`src/hw/adc_touch_params.svh`:
```
`ifndef ADC_TOUCH_PARAMS_SVH
`define ADC_TOUCH_PARAMS_SVH
// ----------------------------------------
// Register offsets
// ----------------------------------------
`define OFF_CONTROL      8'h00
`define OFF_MODE         8'h04
`define OFF_SEQ1         8'h08
`define OFF_CH_SET       8'h10
`define OFF_CH_CLR       8'h14
`define OFF_CH_STATE     8'h18
`define OFF_LAST         8'h20
`define OFF_IRQ_SET      8'h24
`define OFF_IRQ_CLR      8'h28
`define OFF_IRQ_MASK     8'h2C
`define OFF_IRQ_FLAGS    8'h30
`define OFF_OVERRUN      8'h3C
`define OFF_EXT_MODE     8'h40
`define OFF_CMP_WIN      8'h44
`define OFF_CH_RES0      8'h50
`define OFF_CH_RES11     8'h7C
`define OFF_ANALOG       8'h94
`define OFF_TOUCH_MODE   8'hB0
`define OFF_TOUCH_X      8'hB4
`define OFF_TOUCH_Y      8'hB8
`define OFF_TOUCH_P      8'hBC
`define OFF_TRIGGER      8'hC0
`define OFF_WP_MODE      8'hE4
`define OFF_WP_STATUS    8'hE8
// ----------------------------------------
// Reset values and fields
// ----------------------------------------
`define ANALOG_RESET     32'h0000_0100
`define CTL_SOFT_RESET   0
`define CTL_START        1
`define CTL_CALIBRATE    2
`define MODE_RESOLUTION_SELECT      4
`define MODE_SLEEP       5
`define MODE_PRESC_LSB   8
`define MODE_START_LSB   16
`define MODE_TRACK_LSB   24
`define MODE_SEQ_ORDER   31
`define EXT_TAG          24
`define TS_MODE_LSB      0
`define TS_AVG_LSB       4
`define TS_REPEAT_LSB    8
`define TS_CONTACT_EN    24
`define WP_VIOL_FLAG     0
`define WP_SRC_LSB       8
`define TAG_X            4'h0
`define TAG_Y            4'h1
`define TAG_Z1           4'h2
`define TAG_Z2           4'h3
`define NUM_CH           12
`endif

```
`src/hw/adc_touch_pkg.sv`:
```
package adc_touch_pkg;
  typedef enum logic [1:0] {
    res_classic,
    res_x,
    res_y,
    res_z
  } result_kind_e;
endpackage

```
`src/hw/clk_if.sv`:
```
`timescale 1ns/1ps
`default_nettype none
interface clk_if;
  logic [7:0] presc;
  logic       tick;
  modport ctl (output presc, input tick);
  modport div (input presc, output tick);
endinterface
`default_nettype wire

```
`src/hw/adc_touch_buffer_and_regs.sv`:
```
// Local design decision: strobed register access.
`timescale 1ns/1ps
`default_nettype none
`include "adc_touch_params.svh"
module adc_touch_buffer_and_regs
  import adc_touch_pkg::*;
(
  input  wire logic        clk,
  input  wire logic        reset,
  input  wire logic [7:0]  addr,
  input  wire logic [31:0] wdata,
  input  wire logic        wr,
  input  wire logic        rd,
  output logic      [31:0] rdata,
  input  wire logic        trigger,
  input  wire logic        live_contact_flag,
  input  wire logic        result_valid,
  input  wire logic [1:0]  result_kind,
  input  wire logic [3:0]  result_chan,
  input  wire logic [9:0]  result_data,
  input  wire logic        seq_done,
  output logic             start_pulse,
  output logic             calib_run,
  output logic             touch_slot,
  output logic             resolution_select,
  output logic             core_power,
  output logic             sample_hold_time_field_x,
  output logic [4:0]       sample_periods,
  output logic             sequence_order_select,
  output logic [9:0]       startup_periods,
  output logic             converter_clock
);
  logic        soft_q;
  logic        rst;
  logic [31:0] mode_q;
  logic [31:0] seq1_q;
  logic [11:0] chan_q;
  logic [31:0] ext_q;
  logic [31:0] cwin_q;
  logic [31:0] analog_q;
  logic [31:0] tmode_q;
  logic [31:0] trig_q;
  logic        wp_en_q;
  logic        viol_q;
  logic [7:0]  viol_src_q;
  logic [15:0] last_q;
  logic [31:0] xpos_q;
  logic [31:0] ypos_q;
  logic [31:0] pres_q;
  logic [31:0] rdata_q;
  logic [6:0]  trig_cnt_q;
  logic        busy_q;
  logic [1:0]  cal_wait_q;
  logic        cal_pend_q;
  logic        calib_q;
  logic        start_q;
  logic        slot_q;
  logic        conv_clk_q;
  logic [9:0]  sup_q;
  logic [9:0]  sup_w;
  logic        blocked;
  logic        wr_ok;
  logic [15:0] touch_word;
  logic [3:0]  tag;
  logic [2:0]  repeat_set;
  logic [1:0]  avg_set;
  logic [6:0]  period_mask;
  logic [6:0]  slot_pos;
  logic [11:0] res_data;
  result_kind_e kind;

  clk_if cif ();

  // ----------------------------------------
  // Helpers
  // ----------------------------------------
  function automatic logic is_protected(input logic [7:0] a);
    is_protected = (a == `OFF_MODE) || (a == `OFF_SEQ1) || (a == `OFF_CH_SET) ||
                   (a == `OFF_CH_CLR) || (a == `OFF_EXT_MODE) || (a == `OFF_CMP_WIN) ||
                   (a == `OFF_ANALOG) || (a == `OFF_TOUCH_MODE) ||
                   (a == `OFF_TRIGGER);
  endfunction

  assign rst         = reset | soft_q;
  assign blocked     = wr && wp_en_q && is_protected(addr);
  assign wr_ok       = wr && !blocked;
  assign repeat_set  = tmode_q[`TS_REPEAT_LSB +: 3];
  assign avg_set     = tmode_q[`TS_AVG_LSB +: 2];
  assign period_mask = 7'((8'h01 << repeat_set) - 8'h01);
  assign slot_pos    = 7'(period_mask & ~7'((8'h01 << avg_set) - 8'h01));
  assign kind        = result_kind_e'(result_kind);

  // ----------------------------------------
  // Soft reset, one cycle
  // ----------------------------------------
  always_ff @(posedge clk)
  begin
    if (reset)
      soft_q <= 1'b0;
    else
      soft_q <= wr && addr == `OFF_CONTROL && wdata[`CTL_SOFT_RESET];
  end

  // ----------------------------------------
  // Configuration registers
  // ----------------------------------------
  always_ff @(posedge clk)
  begin
    if (rst)
    begin
      mode_q   <= 32'h0000_0000;
      seq1_q   <= 32'h0000_0000;
      chan_q   <= 12'h000;
      ext_q    <= 32'h0000_0000;
      cwin_q   <= 32'h0000_0000;
      analog_q <= `ANALOG_RESET;
      tmode_q  <= 32'h0000_0000;
      trig_q   <= 32'h0000_0000;
      wp_en_q  <= 1'b0;
    end
    else if (wr_ok)
    begin
      unique case (addr)
        `OFF_MODE:       mode_q   <= wdata;
        `OFF_SEQ1:       seq1_q   <= {16'h0000, wdata[15:0]};
        `OFF_CH_SET:     chan_q   <= chan_q | wdata[11:0];
        `OFF_CH_CLR:     chan_q   <= chan_q & ~wdata[11:0];
        `OFF_EXT_MODE:   ext_q    <= wdata;
        `OFF_CMP_WIN:    cwin_q   <= wdata;
        `OFF_ANALOG:     analog_q <= wdata;
        `OFF_TOUCH_MODE: tmode_q  <= wdata;
        `OFF_TRIGGER:    trig_q   <= wdata;
        `OFF_WP_MODE:    wp_en_q  <= wdata[0];
        default:         ;
      endcase
    end
  end

  // ----------------------------------------
  // Write protection status
  // ----------------------------------------
  always_ff @(posedge clk)
  begin
    if (rst)
    begin
      viol_q     <= 1'b0;
      viol_src_q <= 8'h00;
    end
    else if (blocked)
    begin
      viol_q     <= 1'b1;
      viol_src_q <= addr;
    end
    else if (rd && addr == `OFF_WP_STATUS)
    begin
      viol_q <= 1'b0;
    end
  end

  // ----------------------------------------
  // Trigger pattern and calibration scheduling
  // ----------------------------------------
  always_ff @(posedge clk)
  begin
    if (rst)
    begin
      trig_cnt_q <= 7'h00;
      slot_q     <= 1'b0;
      busy_q     <= 1'b0;
      start_q    <= 1'b0;
    end
    else
    begin
      start_q <= (wr && addr == `OFF_CONTROL && wdata[`CTL_START]) || trigger;
      if (start_q)
      begin
        busy_q     <= 1'b1;
        trig_cnt_q <= (trig_cnt_q + 7'h01) & period_mask;
        slot_q     <= (tmode_q[1:0] != 2'b00) && (trig_cnt_q == slot_pos);
      end
      else if (seq_done)
      begin
        busy_q <= 1'b0;
      end
    end
  end

  always_ff @(posedge clk)
  begin
    if (rst)
    begin
      cal_pend_q <= 1'b0;
      cal_wait_q <= 2'b00;
      calib_q    <= 1'b0;
    end
    else
    begin
      if (wr && addr == `OFF_CONTROL && wdata[`CTL_CALIBRATE])
      begin
        cal_pend_q <= 1'b1;
        cal_wait_q <= busy_q ? 2'b01 : 2'b10;
      end
      else if (start_q && cal_pend_q)
      begin
        if (cal_wait_q == 2'b01)
        begin
          cal_pend_q <= 1'b0;
          calib_q    <= 1'b1;
        end
        cal_wait_q <= cal_wait_q - 2'b01;
      end
      if (seq_done)
        calib_q <= 1'b0;
    end
  end

  // ----------------------------------------
  // Result shaping
  // ----------------------------------------
  always_comb
  begin
    res_data = mode_q[`MODE_RESOLUTION_SELECT] ? {4'h0, result_data[9:2]} : {2'b00, result_data};
    unique case (kind)
      res_x:       tag = tmode_q[`TS_CONTACT_EN] ? `TAG_X : 4'h0;
      res_y:       tag = tmode_q[`TS_CONTACT_EN] ? `TAG_Y : 4'h0;
      res_z:       tag = !tmode_q[`TS_CONTACT_EN] ? 4'h0 : result_chan[0] ? `TAG_Z2 : `TAG_Z1;
      res_classic: tag = result_chan;
    endcase
    touch_word = {ext_q[`EXT_TAG] ? tag : 4'h0, res_data};
    if (kind != res_classic && tmode_q[`TS_CONTACT_EN] && !live_contact_flag)
      touch_word = 16'h0000;
  end

  always_ff @(posedge clk)
  begin
    if (rst)
    begin
      last_q <= 16'h0000;
      xpos_q <= 32'h0000_0000;
      ypos_q <= 32'h0000_0000;
      pres_q <= 32'h0000_0000;
    end
    else if (result_valid && !calib_q)
    begin
      last_q <= touch_word;
      unique case (kind)
        res_x:   xpos_q[11:0] <= res_data;
        res_y:   ypos_q[11:0] <= res_data;
        res_z:   pres_q[{result_chan[0], 4'h0} +: 12] <= res_data;
        default: ;
      endcase
    end
  end

  // ----------------------------------------
  // Read port
  // ----------------------------------------
  always_ff @(posedge clk)
  begin
    if (rst || !rd)
    begin
      rdata_q <= 32'h0000_0000;
    end
    else
    begin
      unique case (addr)
        `OFF_MODE:       rdata_q <= mode_q;
        `OFF_SEQ1:       rdata_q <= seq1_q;
        `OFF_CH_STATE:   rdata_q <= {20'h00000, chan_q};
        `OFF_LAST:       rdata_q <= {16'h0000, last_q};
        `OFF_EXT_MODE:   rdata_q <= ext_q;
        `OFF_CMP_WIN:    rdata_q <= cwin_q;
        `OFF_ANALOG:     rdata_q <= analog_q;
        `OFF_TOUCH_MODE: rdata_q <= tmode_q;
        `OFF_TOUCH_X:    rdata_q <= xpos_q;
        `OFF_TOUCH_Y:    rdata_q <= ypos_q;
        `OFF_TOUCH_P:    rdata_q <= pres_q;
        `OFF_TRIGGER:    rdata_q <= trig_q;
        `OFF_WP_MODE:    rdata_q <= {31'h0, wp_en_q};
        `OFF_WP_STATUS:  rdata_q <= {16'h0000, viol_src_q, 7'h00, viol_q};
        default:         rdata_q <= 32'h0000_0000;
      endcase
    end
  end

  // ----------------------------------------
  // Core timing outputs
  // ----------------------------------------
  assign cif.presc = mode_q[`MODE_PRESC_LSB +: 8];
  converter_clock_div u_div
  (
    .clk   (clk),
    .reset (rst),
    .cif   (cif)
  );

  startup_lut u_lut
  (
    .code    (mode_q[`MODE_START_LSB +: 4]),
    .periods (sup_w)
  );

  always_ff @(posedge clk)
  begin
    if (rst)
    begin
      conv_clk_q <= 1'b0;
      sup_q      <= 10'h000;
    end
    else
    begin
      if (cif.tick)
        conv_clk_q <= ~conv_clk_q;
      sup_q <= sup_w;
    end
  end

  // Power held on while busy so sleep never cuts a sequence short
  always_ff @(posedge clk)
  begin
    if (rst)
    begin
      core_power               <= 1'b1;
      sample_periods           <= 5'h01;
      resolution_select        <= 1'b0;
      sequence_order_select    <= 1'b0;
      sample_hold_time_field_x <= 1'b0;
    end
    else
    begin
      core_power               <= busy_q || !mode_q[`MODE_SLEEP];
      sample_periods           <= 5'(mode_q[`MODE_TRACK_LSB +: 4]) + 5'h01;
      resolution_select        <= mode_q[`MODE_RESOLUTION_SELECT];
      sequence_order_select    <= mode_q[`MODE_SEQ_ORDER];
    end
  end

  assign rdata           = rdata_q;
  assign start_pulse     = start_q;
  assign calib_run       = calib_q;
  assign touch_slot      = slot_q;
  assign startup_periods = sup_q;
  assign converter_clock = conv_clk_q;
endmodule
`default_nettype wire

```
`src/hw/converter_clock_div.sv`:
```
`timescale 1ns/1ps
`default_nettype none
module converter_clock_div
(
  input wire logic clk,
  input wire logic reset,
  clk_if.div       cif
);
  logic [8:0] cnt_q;

  // ----------------------------------------
  // Tick every presc+1 cycles, two ticks a period
  // ----------------------------------------
  always_ff @(posedge clk)
  begin
    if (reset || cnt_q >= {1'b0, cif.presc})
    begin
      cnt_q <= 9'h000;
    end
    else
    begin
      cnt_q <= cnt_q + 9'h001;
    end
  end

  assign cif.tick = (cnt_q == {1'b0, cif.presc});
endmodule
`default_nettype wire

```
`src/hw/startup_lut.sv`:
```
`timescale 1ns/1ps
`default_nettype none
module startup_lut
(
  input  wire logic [3:0]  code,
  output logic      [9:0]  periods
);
  always_comb
  begin
    unique case (code)
      4'h0: periods = 10'h000;
      4'h1: periods = 10'h008;
      4'h2: periods = 10'h010;
      4'h3: periods = 10'h018;
      4'h4: periods = 10'h040;
      4'h5: periods = 10'h050;
      4'h6: periods = 10'h060;
      4'h7: periods = 10'h070;
      4'h8: periods = 10'h200;
      4'h9: periods = 10'h240;
      4'hA: periods = 10'h280;
      4'hB: periods = 10'h2C0;
      4'hC: periods = 10'h300;
      4'hD: periods = 10'h340;
      4'hE: periods = 10'h380;
      4'hF: periods = 10'h3C0;
    endcase
  end
endmodule
`default_nettype wire
```
`config.mk`:
```
export PLATFORM = sky130hd
export DESIGN_NAME = adc_touch_buffer_and_regs
export DESIGN_NICKNAME = d
export VERILOG_FILES = /design/src/hw/adc_touch_pkg.sv /design/src/hw/clk_if.sv /design/src/hw/adc_touch_buffer_and_regs.sv /design/src/hw/converter_clock_div.sv /design/src/hw/startup_lut.sv
export VERILOG_INCLUDE_DIRS = /design/src /design/src/hw
export SDC_FILE = /design/constraint.sdc
export NUM_CORES = 1
export LEC_CHECK = 0
export BUFFER_PORTS_ARGS = -buffer_cell sky130_fd_sc_hd__buf_4
export CAP_MARGIN = 15
export CORE_ASPECT_RATIO = 1.4
export CORE_MARGIN = 5
export CORE_UTILIZATION = 30
export DETAILED_ROUTE_END_ITERATION = 10
export HOLD_SLACK_MARGIN = 0.02
export PLACE_DENSITY = 0.54
export SLEW_MARGIN = 0
export SYNTH_ARGS = -nofsm -noshare
export SYNTH_HDL_FRONTEND = slang
export SYNTH_HIERARCHICAL = 1
export SYNTH_SLANG_ARGS = --single-unit
```
`constraint.sdc`:
```
create_clock -name clk -period 2.05 [get_ports clk]
set_input_delay 0.1025 -clock clk [delete_from_list [all_inputs] [get_ports clk]]
set_output_delay 0.1025 -clock clk [all_outputs]
set_load 0.05 [all_outputs]
```
Yosys cells after proc, flatten, opt, wreduce, memory -nomap -nowiden:

Memory sizes are Yosys's and may differ from the RTL's. A register that Yosys moved wholly into a read port is not among the register bits.
Cells that the tools add are included.

* output and inout bits: 55
* ROM bits: 112
* register bits after elaboration: 377
* memories: 1
* input bits: 64
* word-level logic and storage cells: 149

Memories
* (name not given): words 16, width 7, read ports 1, clocked after memory_dff 1, wr ports 0, RTL line startup_lut.sv:10 `unique case (code)`

* eq/ne operators: 22
* bitwise logic cells: 9
* add/sub/neg operators: 7
* order comparisons: 1
* reductions and logical operators: 54
* shift operators: 4
* muxes and demuxes: 20

Operators by type and width (number)
* $pmux W32 S14: 1
* $eq A8 B8 Y1 const B: 8
* $bwmux W32: 1
* $shift A12 B7 Y32 const A: 1
* $shiftx A12 B7 Y32: 1
* $reduce_and A2 Y1: 13
* $eq A8 B5 Y1 const B: 3
* $pmux W12 S2: 1
* $eq A8 B7 Y1 const B: 2
* $mux W16: 1
* $pmux W4 S4: 1
* $and A7 B7 Y7: 2
* $reduce_bool A2 Y1: 7
* $sub A7 B1 Y7 const B: 2
* $logic_and A1 B1 Y1: 13
* $and A12 B12 Y12: 1
* $logic_or A1 B1 Y1: 12
* $not A12 Y12: 1
* $or A12 B12 Y12: 1
* $mux W10: 1
* $add A9 B1 Y9 const B: 1
* $eq A9 B8 Y1: 1
* $ge A9 B8 Y1: 1
* $mux W1: 9
* other kinds (22): 32

Longest topological paths before layout:

* depth in word-level cells: 13
* depth in mapped cells: 10
* depth with buffers taken out: 9

Modules after synthesis:

The synthesis kept the hierarchy.

Modules (own cells, without submodules)
* adc_touch_buffer_and_regs: seq. area each 7006.7 sq um, times used 1, area each 14694.1 sq um, cells an instance 1842
* converter_clock_div: seq. area each 180.2 sq um, times used 1, area each 589.3 sq um, cells an instance 68
* startup_lut: seq. area each 0.0 sq um, times used 1, area each 93.8 sq um, cells an instance 12

Worst setup path after synthesis:

No wires, ideal clock.

* kind: reg-to-reg
* start point: register tmode_q[9]
* end point: register slot_q (netlist: touch_slot)
* stages on the path, launching flop included: 11
* setup time: 0.070 ns
* buffers on the path: 1
* data required time: 1.980 ns
* arrival: 1.954 ns
* slack: 0.026 ns
* clock period less this slack: 2.024 ns
* cell sequence: dfxtp_1 -> clkbuf_1 -> nor3_1 -> inv_1 -> ha_1 -> or3_1 -> a21oi_1 -> o2bb2ai_1 -> xor2_1 -> nand4_1 -> a21oi_1

* cells in the longest elaborated chain, start to end: 5

RTL lines
* start, declared: RTL line adc_touch_buffer_and_regs.sv:41 `logic [31:0] tmode_q;`
* start signal, assigned: RTL line adc_touch_buffer_and_regs.sv:131 `` `OFF_TOUCH_MODE: tmode_q <= wdata; ``
* $shl A1 B3 Y7: RTL line adc_touch_buffer_and_regs.sv:89 `assign period_mask = 7'((8'h01 << repeat_set) - 8'h01);`
* $sub A7 B1 Y7: RTL line adc_touch_buffer_and_regs.sv:89
* $and A7 B7 Y7: RTL line adc_touch_buffer_and_regs.sv:90 `assign slot_pos = 7'(period_mask & ~7'((8'h01 << avg_set) - 8'h01));`
* $eq A7 B7 Y1: RTL line adc_touch_buffer_and_regs.sv:179 `slot_q <= (tmode_q[1:0] != 2'b00) && (trig_cnt_q == slot_pos);`
* $logic_and A1 B1 Y1: RTL line adc_touch_buffer_and_regs.sv:179
* end signal, assigned: RTL line adc_touch_buffer_and_regs.sv:179
* end, declared: RTL line adc_touch_buffer_and_regs.sv:57 `logic slot_q;`

No other way between the ends.
A chain may end at the register's enable or synchronous reset.

Worst setup path in the final report:

Same ends and word-level chain as after synthesis.

==> metrics.md <==
| Metric | Value |
|---|---|
| CTS tree | `done` |
| Max cap viols | `0` |
| Die area | `0.0559 mm^2` |
| Sequential cell area | `roughly 0.0072 mm^2` |
| Worst setup path category | `register to register` |
| Initial antenna violation count | `0` |
| Pwr Total | `about 0.015 W` |
| Bufs on Longest Clock Path | `3` |
| Hold WS | `between 50 and 60 ps` |
| Max VDD drop | `roughly 0.00047 V` |
| PortBufs | `roughly 120` |
| Initial DRC count | `1101` |
| Initial Utilization | `between 30% and 40%` |
| Root buffer cell | `clkbuf_16` |
| Pre-Repair DR Iteration Count | `6` |
| Ys async rst share | `0%` |
| Sequential share of power | `between 40 and 50%` |
| DRT antenna net count | `0` |
| Critical Path RT | `about 2500 ps` |
| Period utilization | `a little over nine tenths` |
| Chip Width | `between 200 and 250 um` |
| Combinational family with the most area after synthesis | `simple AND/OR/NAND/NOR gates` |
| Largest cells by area after synthesis | `dfxtp_1 (47%), nand2_1 (10%), a21oi_1 (7.6%)` |
| Post-route cell area | `between 0.015 and 0.02 mm^2` |
| Leakage | `slightly below 7 nW` |
| CTS Buf Count | `39` |
| Cell count after placement | `2677` |
| Post-Synth Simple-Gate Area | `22.7%` |
| CP max stage cell | `or3_1` |
| RD Place Congestion | `between 0.9 and 1` |
| Clock network fraction of total power | `roughly 47%` |
| Critical Path Start | `tmode_q[9]` |
| Power per cell area | `roughly 790 mW/mm^2` |
| Net Switching | `between 0.003 and 0.004 W` |
| Mux cell area share after synthesis | `under 10%` |
| First-pass GRT wire length | `~90 mm` |
| # clock sinks | `about 360` |
| Placed inst area | `between 0.015 and 0.02 mm^2` |
| Area grow syn2layout | `27.2%` |
| Delay-heaviest family, CP | `simple AND/OR/NAND/NOR gates` |
| Yosys warning count | `6` |
| Routed length on met3 | `between 3 and 4 mm` |
| Hold depth | `4` |
| CP Capture Type | `register` |
| Clock slew at reported path FFs | `60 ps` |
| Result of the run | `finished clean` |
| Total global routing overflow | `0` |
| Most instantiated library cell after synthesis | `nand2_1` |
| Wire per inst | `21.6 um` |
| CP Buf/Inv Count | `1` |
| Synth Instances | `1922` |
| Fin. Hold Viols | `0` |
| Max Freq | `514 MHz` |
| Critical path's largest stage delay | `between 300 and 400 ps` |
| I/O pin total | `roughly 120` |
| Global Route Usage Sum | `20.6%` |
| Share of the synthesized area in the top cell type | `about 47%` |
| Fin nets | `approximately 2200` |
| DR vias/cell | `~5.3` |
| Post-Syn Area | `around 0.015 mm^2` |
| Layout cells sized above 1 | `17.1%` |
| Std cell rows | `between 90 and 100` |
| Vias in the first global route | `roughly 14000` |
| CP max FO | `4` |
| Reg2reg start | `tmode_q[9]` |
| Critical register-to-register path endpoint | `touch_slot` |
| Worst EP arrival | `2420 ps` |
| Hold Startpoint | `result_data[1]` |
| Largest net degree at the start of global routing | `74` |
| Setup violators final | `0` |
| Most frequent cells after synthesis | `nand2_1 (424), dfxtp_1 (359), a21oi_1 (235)` |
| HPWL after detailed placement | `43.0 mm` |
| Highest Signal Layer | `met4` |
| Avg Cell Area, Syn | `8.00 um^2` |
| Core area | `a little over 0.05 mm^2` |
| Post-synth EDFFs | `0` |
| Synth Area in XOR/XNOR | `~1.1%` |
| Adder-cell area share of the yosys netlist | `1.14%` |
| R2R setup slack | `around 100 ps` |
| Synth Flop Type | `dfxtp_1` |
| Cell-internal power | `around 0.012 W` |
| Post-synthesis cell type count | `approximately 70` |
| Synth Area in Compound Gates | `19.9%` |
| Met2 WL post-DR | `~30 mm` |
| Hold Path Sink | `ypos_q[1]` |
| Gate power share | `approximately 6.5%` |
| #FFs+latches synth | `roughly 360` |
| Clock Latency Late Sink | `around 550 ps` |
| Min cycle time layout | `a little under 2000 ps` |
| Slew @ Worst Pin | `roughly 860 ps` |
| Net Sw Frac | `a little under a quarter` |
| Area of the multi-input gates | `about 0.0075 mm^2` |
| # diodes | `0` |
| Critical path cell sequence | `buf_4 -> nor2_1 -> nand2_1 -> ha_2 -> or3_1 -> a21oi_2 -> o2bb2ai_1 -> xor2_1 -> nand4_1 -> a21oi_1` |
| Worst hold path type | `input pin to register` |
| Synth area leader | `dfxtp_1` |
| Fillers | `around 5200` |
| Metal-1 WL | `~24 mm` |
| R2R cell count | `10` |
| Final wirelength | `60.2 mm` |
| Total number of vias | `roughly 15000` |
| Element type at the critical path start | `register` |
| Seq/Total Area, Yosys | `between 40% and 50%` |
| Final non-filler cell total | `2793` |
| Die height | `278 um` |
| Detailed-route DRC error count | `0` |
| Layout Skew | `between 20 and 30 ps` |
| Htree depth | `2` |
| Worst slew margin | `42.4%` |
| Max-slew violation count | `0` |
-- power by group through the flow --
stage / sequential [W] / combinational, W / clock (W)
finish: 0.00708 / 0.00100 / 0.00728
detailed placement: 0.00724 / 0.000925 / 0
global placement: 0.00724 / 0.000921 / 0
floorplan: 0.00723 / 0.000446 / 0
global route: 0.00708 / 0.00106 / 0.00770
CTS: 0.00708 / 0.000998 / 0.00745
-- through the flow --
step / setup TNS, ps / utilization (%) / worst slack [ps]
finish: 0 / 38.4 / 105
global route: -4.18 / 38.4 / -4.18
CTS: 0 / 38.4 / 33.2
detailed placement: -467 / 34.9 / -163
global placement: -623 / 34.9 / -181
floorplan: 0 / - / 25.9
-- sequential cells by signal, indices dropped and copies added, names as in the netlist, 2 cells and up --
register,cells
analog_q,32
cwin_q,32
ext_q,32
mode_q,32
rdata,32
tmode_q,32
trig_q,32
pres_q,20
seq1_q,16
last_q,14
chan_q,12
startup_periods,10
xpos_q,10
ypos_q,10
u_div/cnt_q,9
viol_src_q,8
trig_cnt_q,7
sample_periods,5
cal_wait_q,2
-- cells in the final DEF (no fill, tap or decap), types with 10 or more instances in the layout --
cell           Yosys  layout
inv_1             16      15
nor2_1           117     116
a21oi_1          235     233
a22oi_1           55      55
clkbuf_16          0      40
xnor2_1           10      10
and3_1            17      17
nand3_1           90      90
nand3b_1          10      10
ha_1              14      13
buf_12             0      16
dlygate4sd3_1      0      45
nor2b_1           12      12
mux2i_1           47      47
buf_4              6     248
o22ai_1           11      11
nor3_1            33      32
and2_1            21      21
a31oi_1           12      12
a22o_1            15      15
dfxtp_1          359     359
a221oi_1          11      11
a211oi_1          35      35
o21ai_0           97      97
nand2_1          424     422
-- layout make-up --
class	instances	area share, %
inverter	17	0.352
sequential	359	36.8
timing repair buffer	309	13.5
clock buffer	56	5.89
clock inverter	15	0.909
multi-input combinational	1387	38.5
tap	650	4.16
-- metal layers --
metal | GRT usage [%] | up-vias
met3 | 2.36 | 136
met4 | 10.4 | 0
met1 | 24.5 | 7005
li1 | - | 7062
met2 | 36.6 | 543
met5 | 0 | -
-- kinds of logic after synthesis --
family | after synthesis
buffers and inverters | 178
muxes | 54
other | 2
AOI/OAI and AO/OA | 511
xor gates and xnor gates | 19
and+or+nand+nor | 785
adders and majority gates | 14
DFF | 359
-- worst register-to-register path: cells and delay by family, from the launching register on --
family | cells | cell delay, ps
and+or+nand+nor | 4 | 660
AOI/OAI and AO/OA | 3 | 410
DFF | 1 | 320
adders and majority gates | 1 | 210
xor gates and xnor gates | 1 | 150
buffers and inverters | 1 | 140
-- how the worst max path moves through the flow --
stage | to | slack (ps) | cells past startpoint
final | touch_slot | 100 | 10
after CTS | touch_slot | 30 | 9
after global routing | touch_slot | -4 | 10
after floorplan | touch_slot | 30 | 10
after global placement | rdata[13] | -180 | 6
after detailed placement | rdata[13] | -160 | 6
-- what timing repair did --
item	in CTS	in global routing
gates resized for setup	0	3
hold buffers	45	0
endpoints found under the setup margin	0	1
buffers inserted	0	0
endpoints found under the hold margin	231	0
No activity file was read; power rests on OpenSTA's default activity.
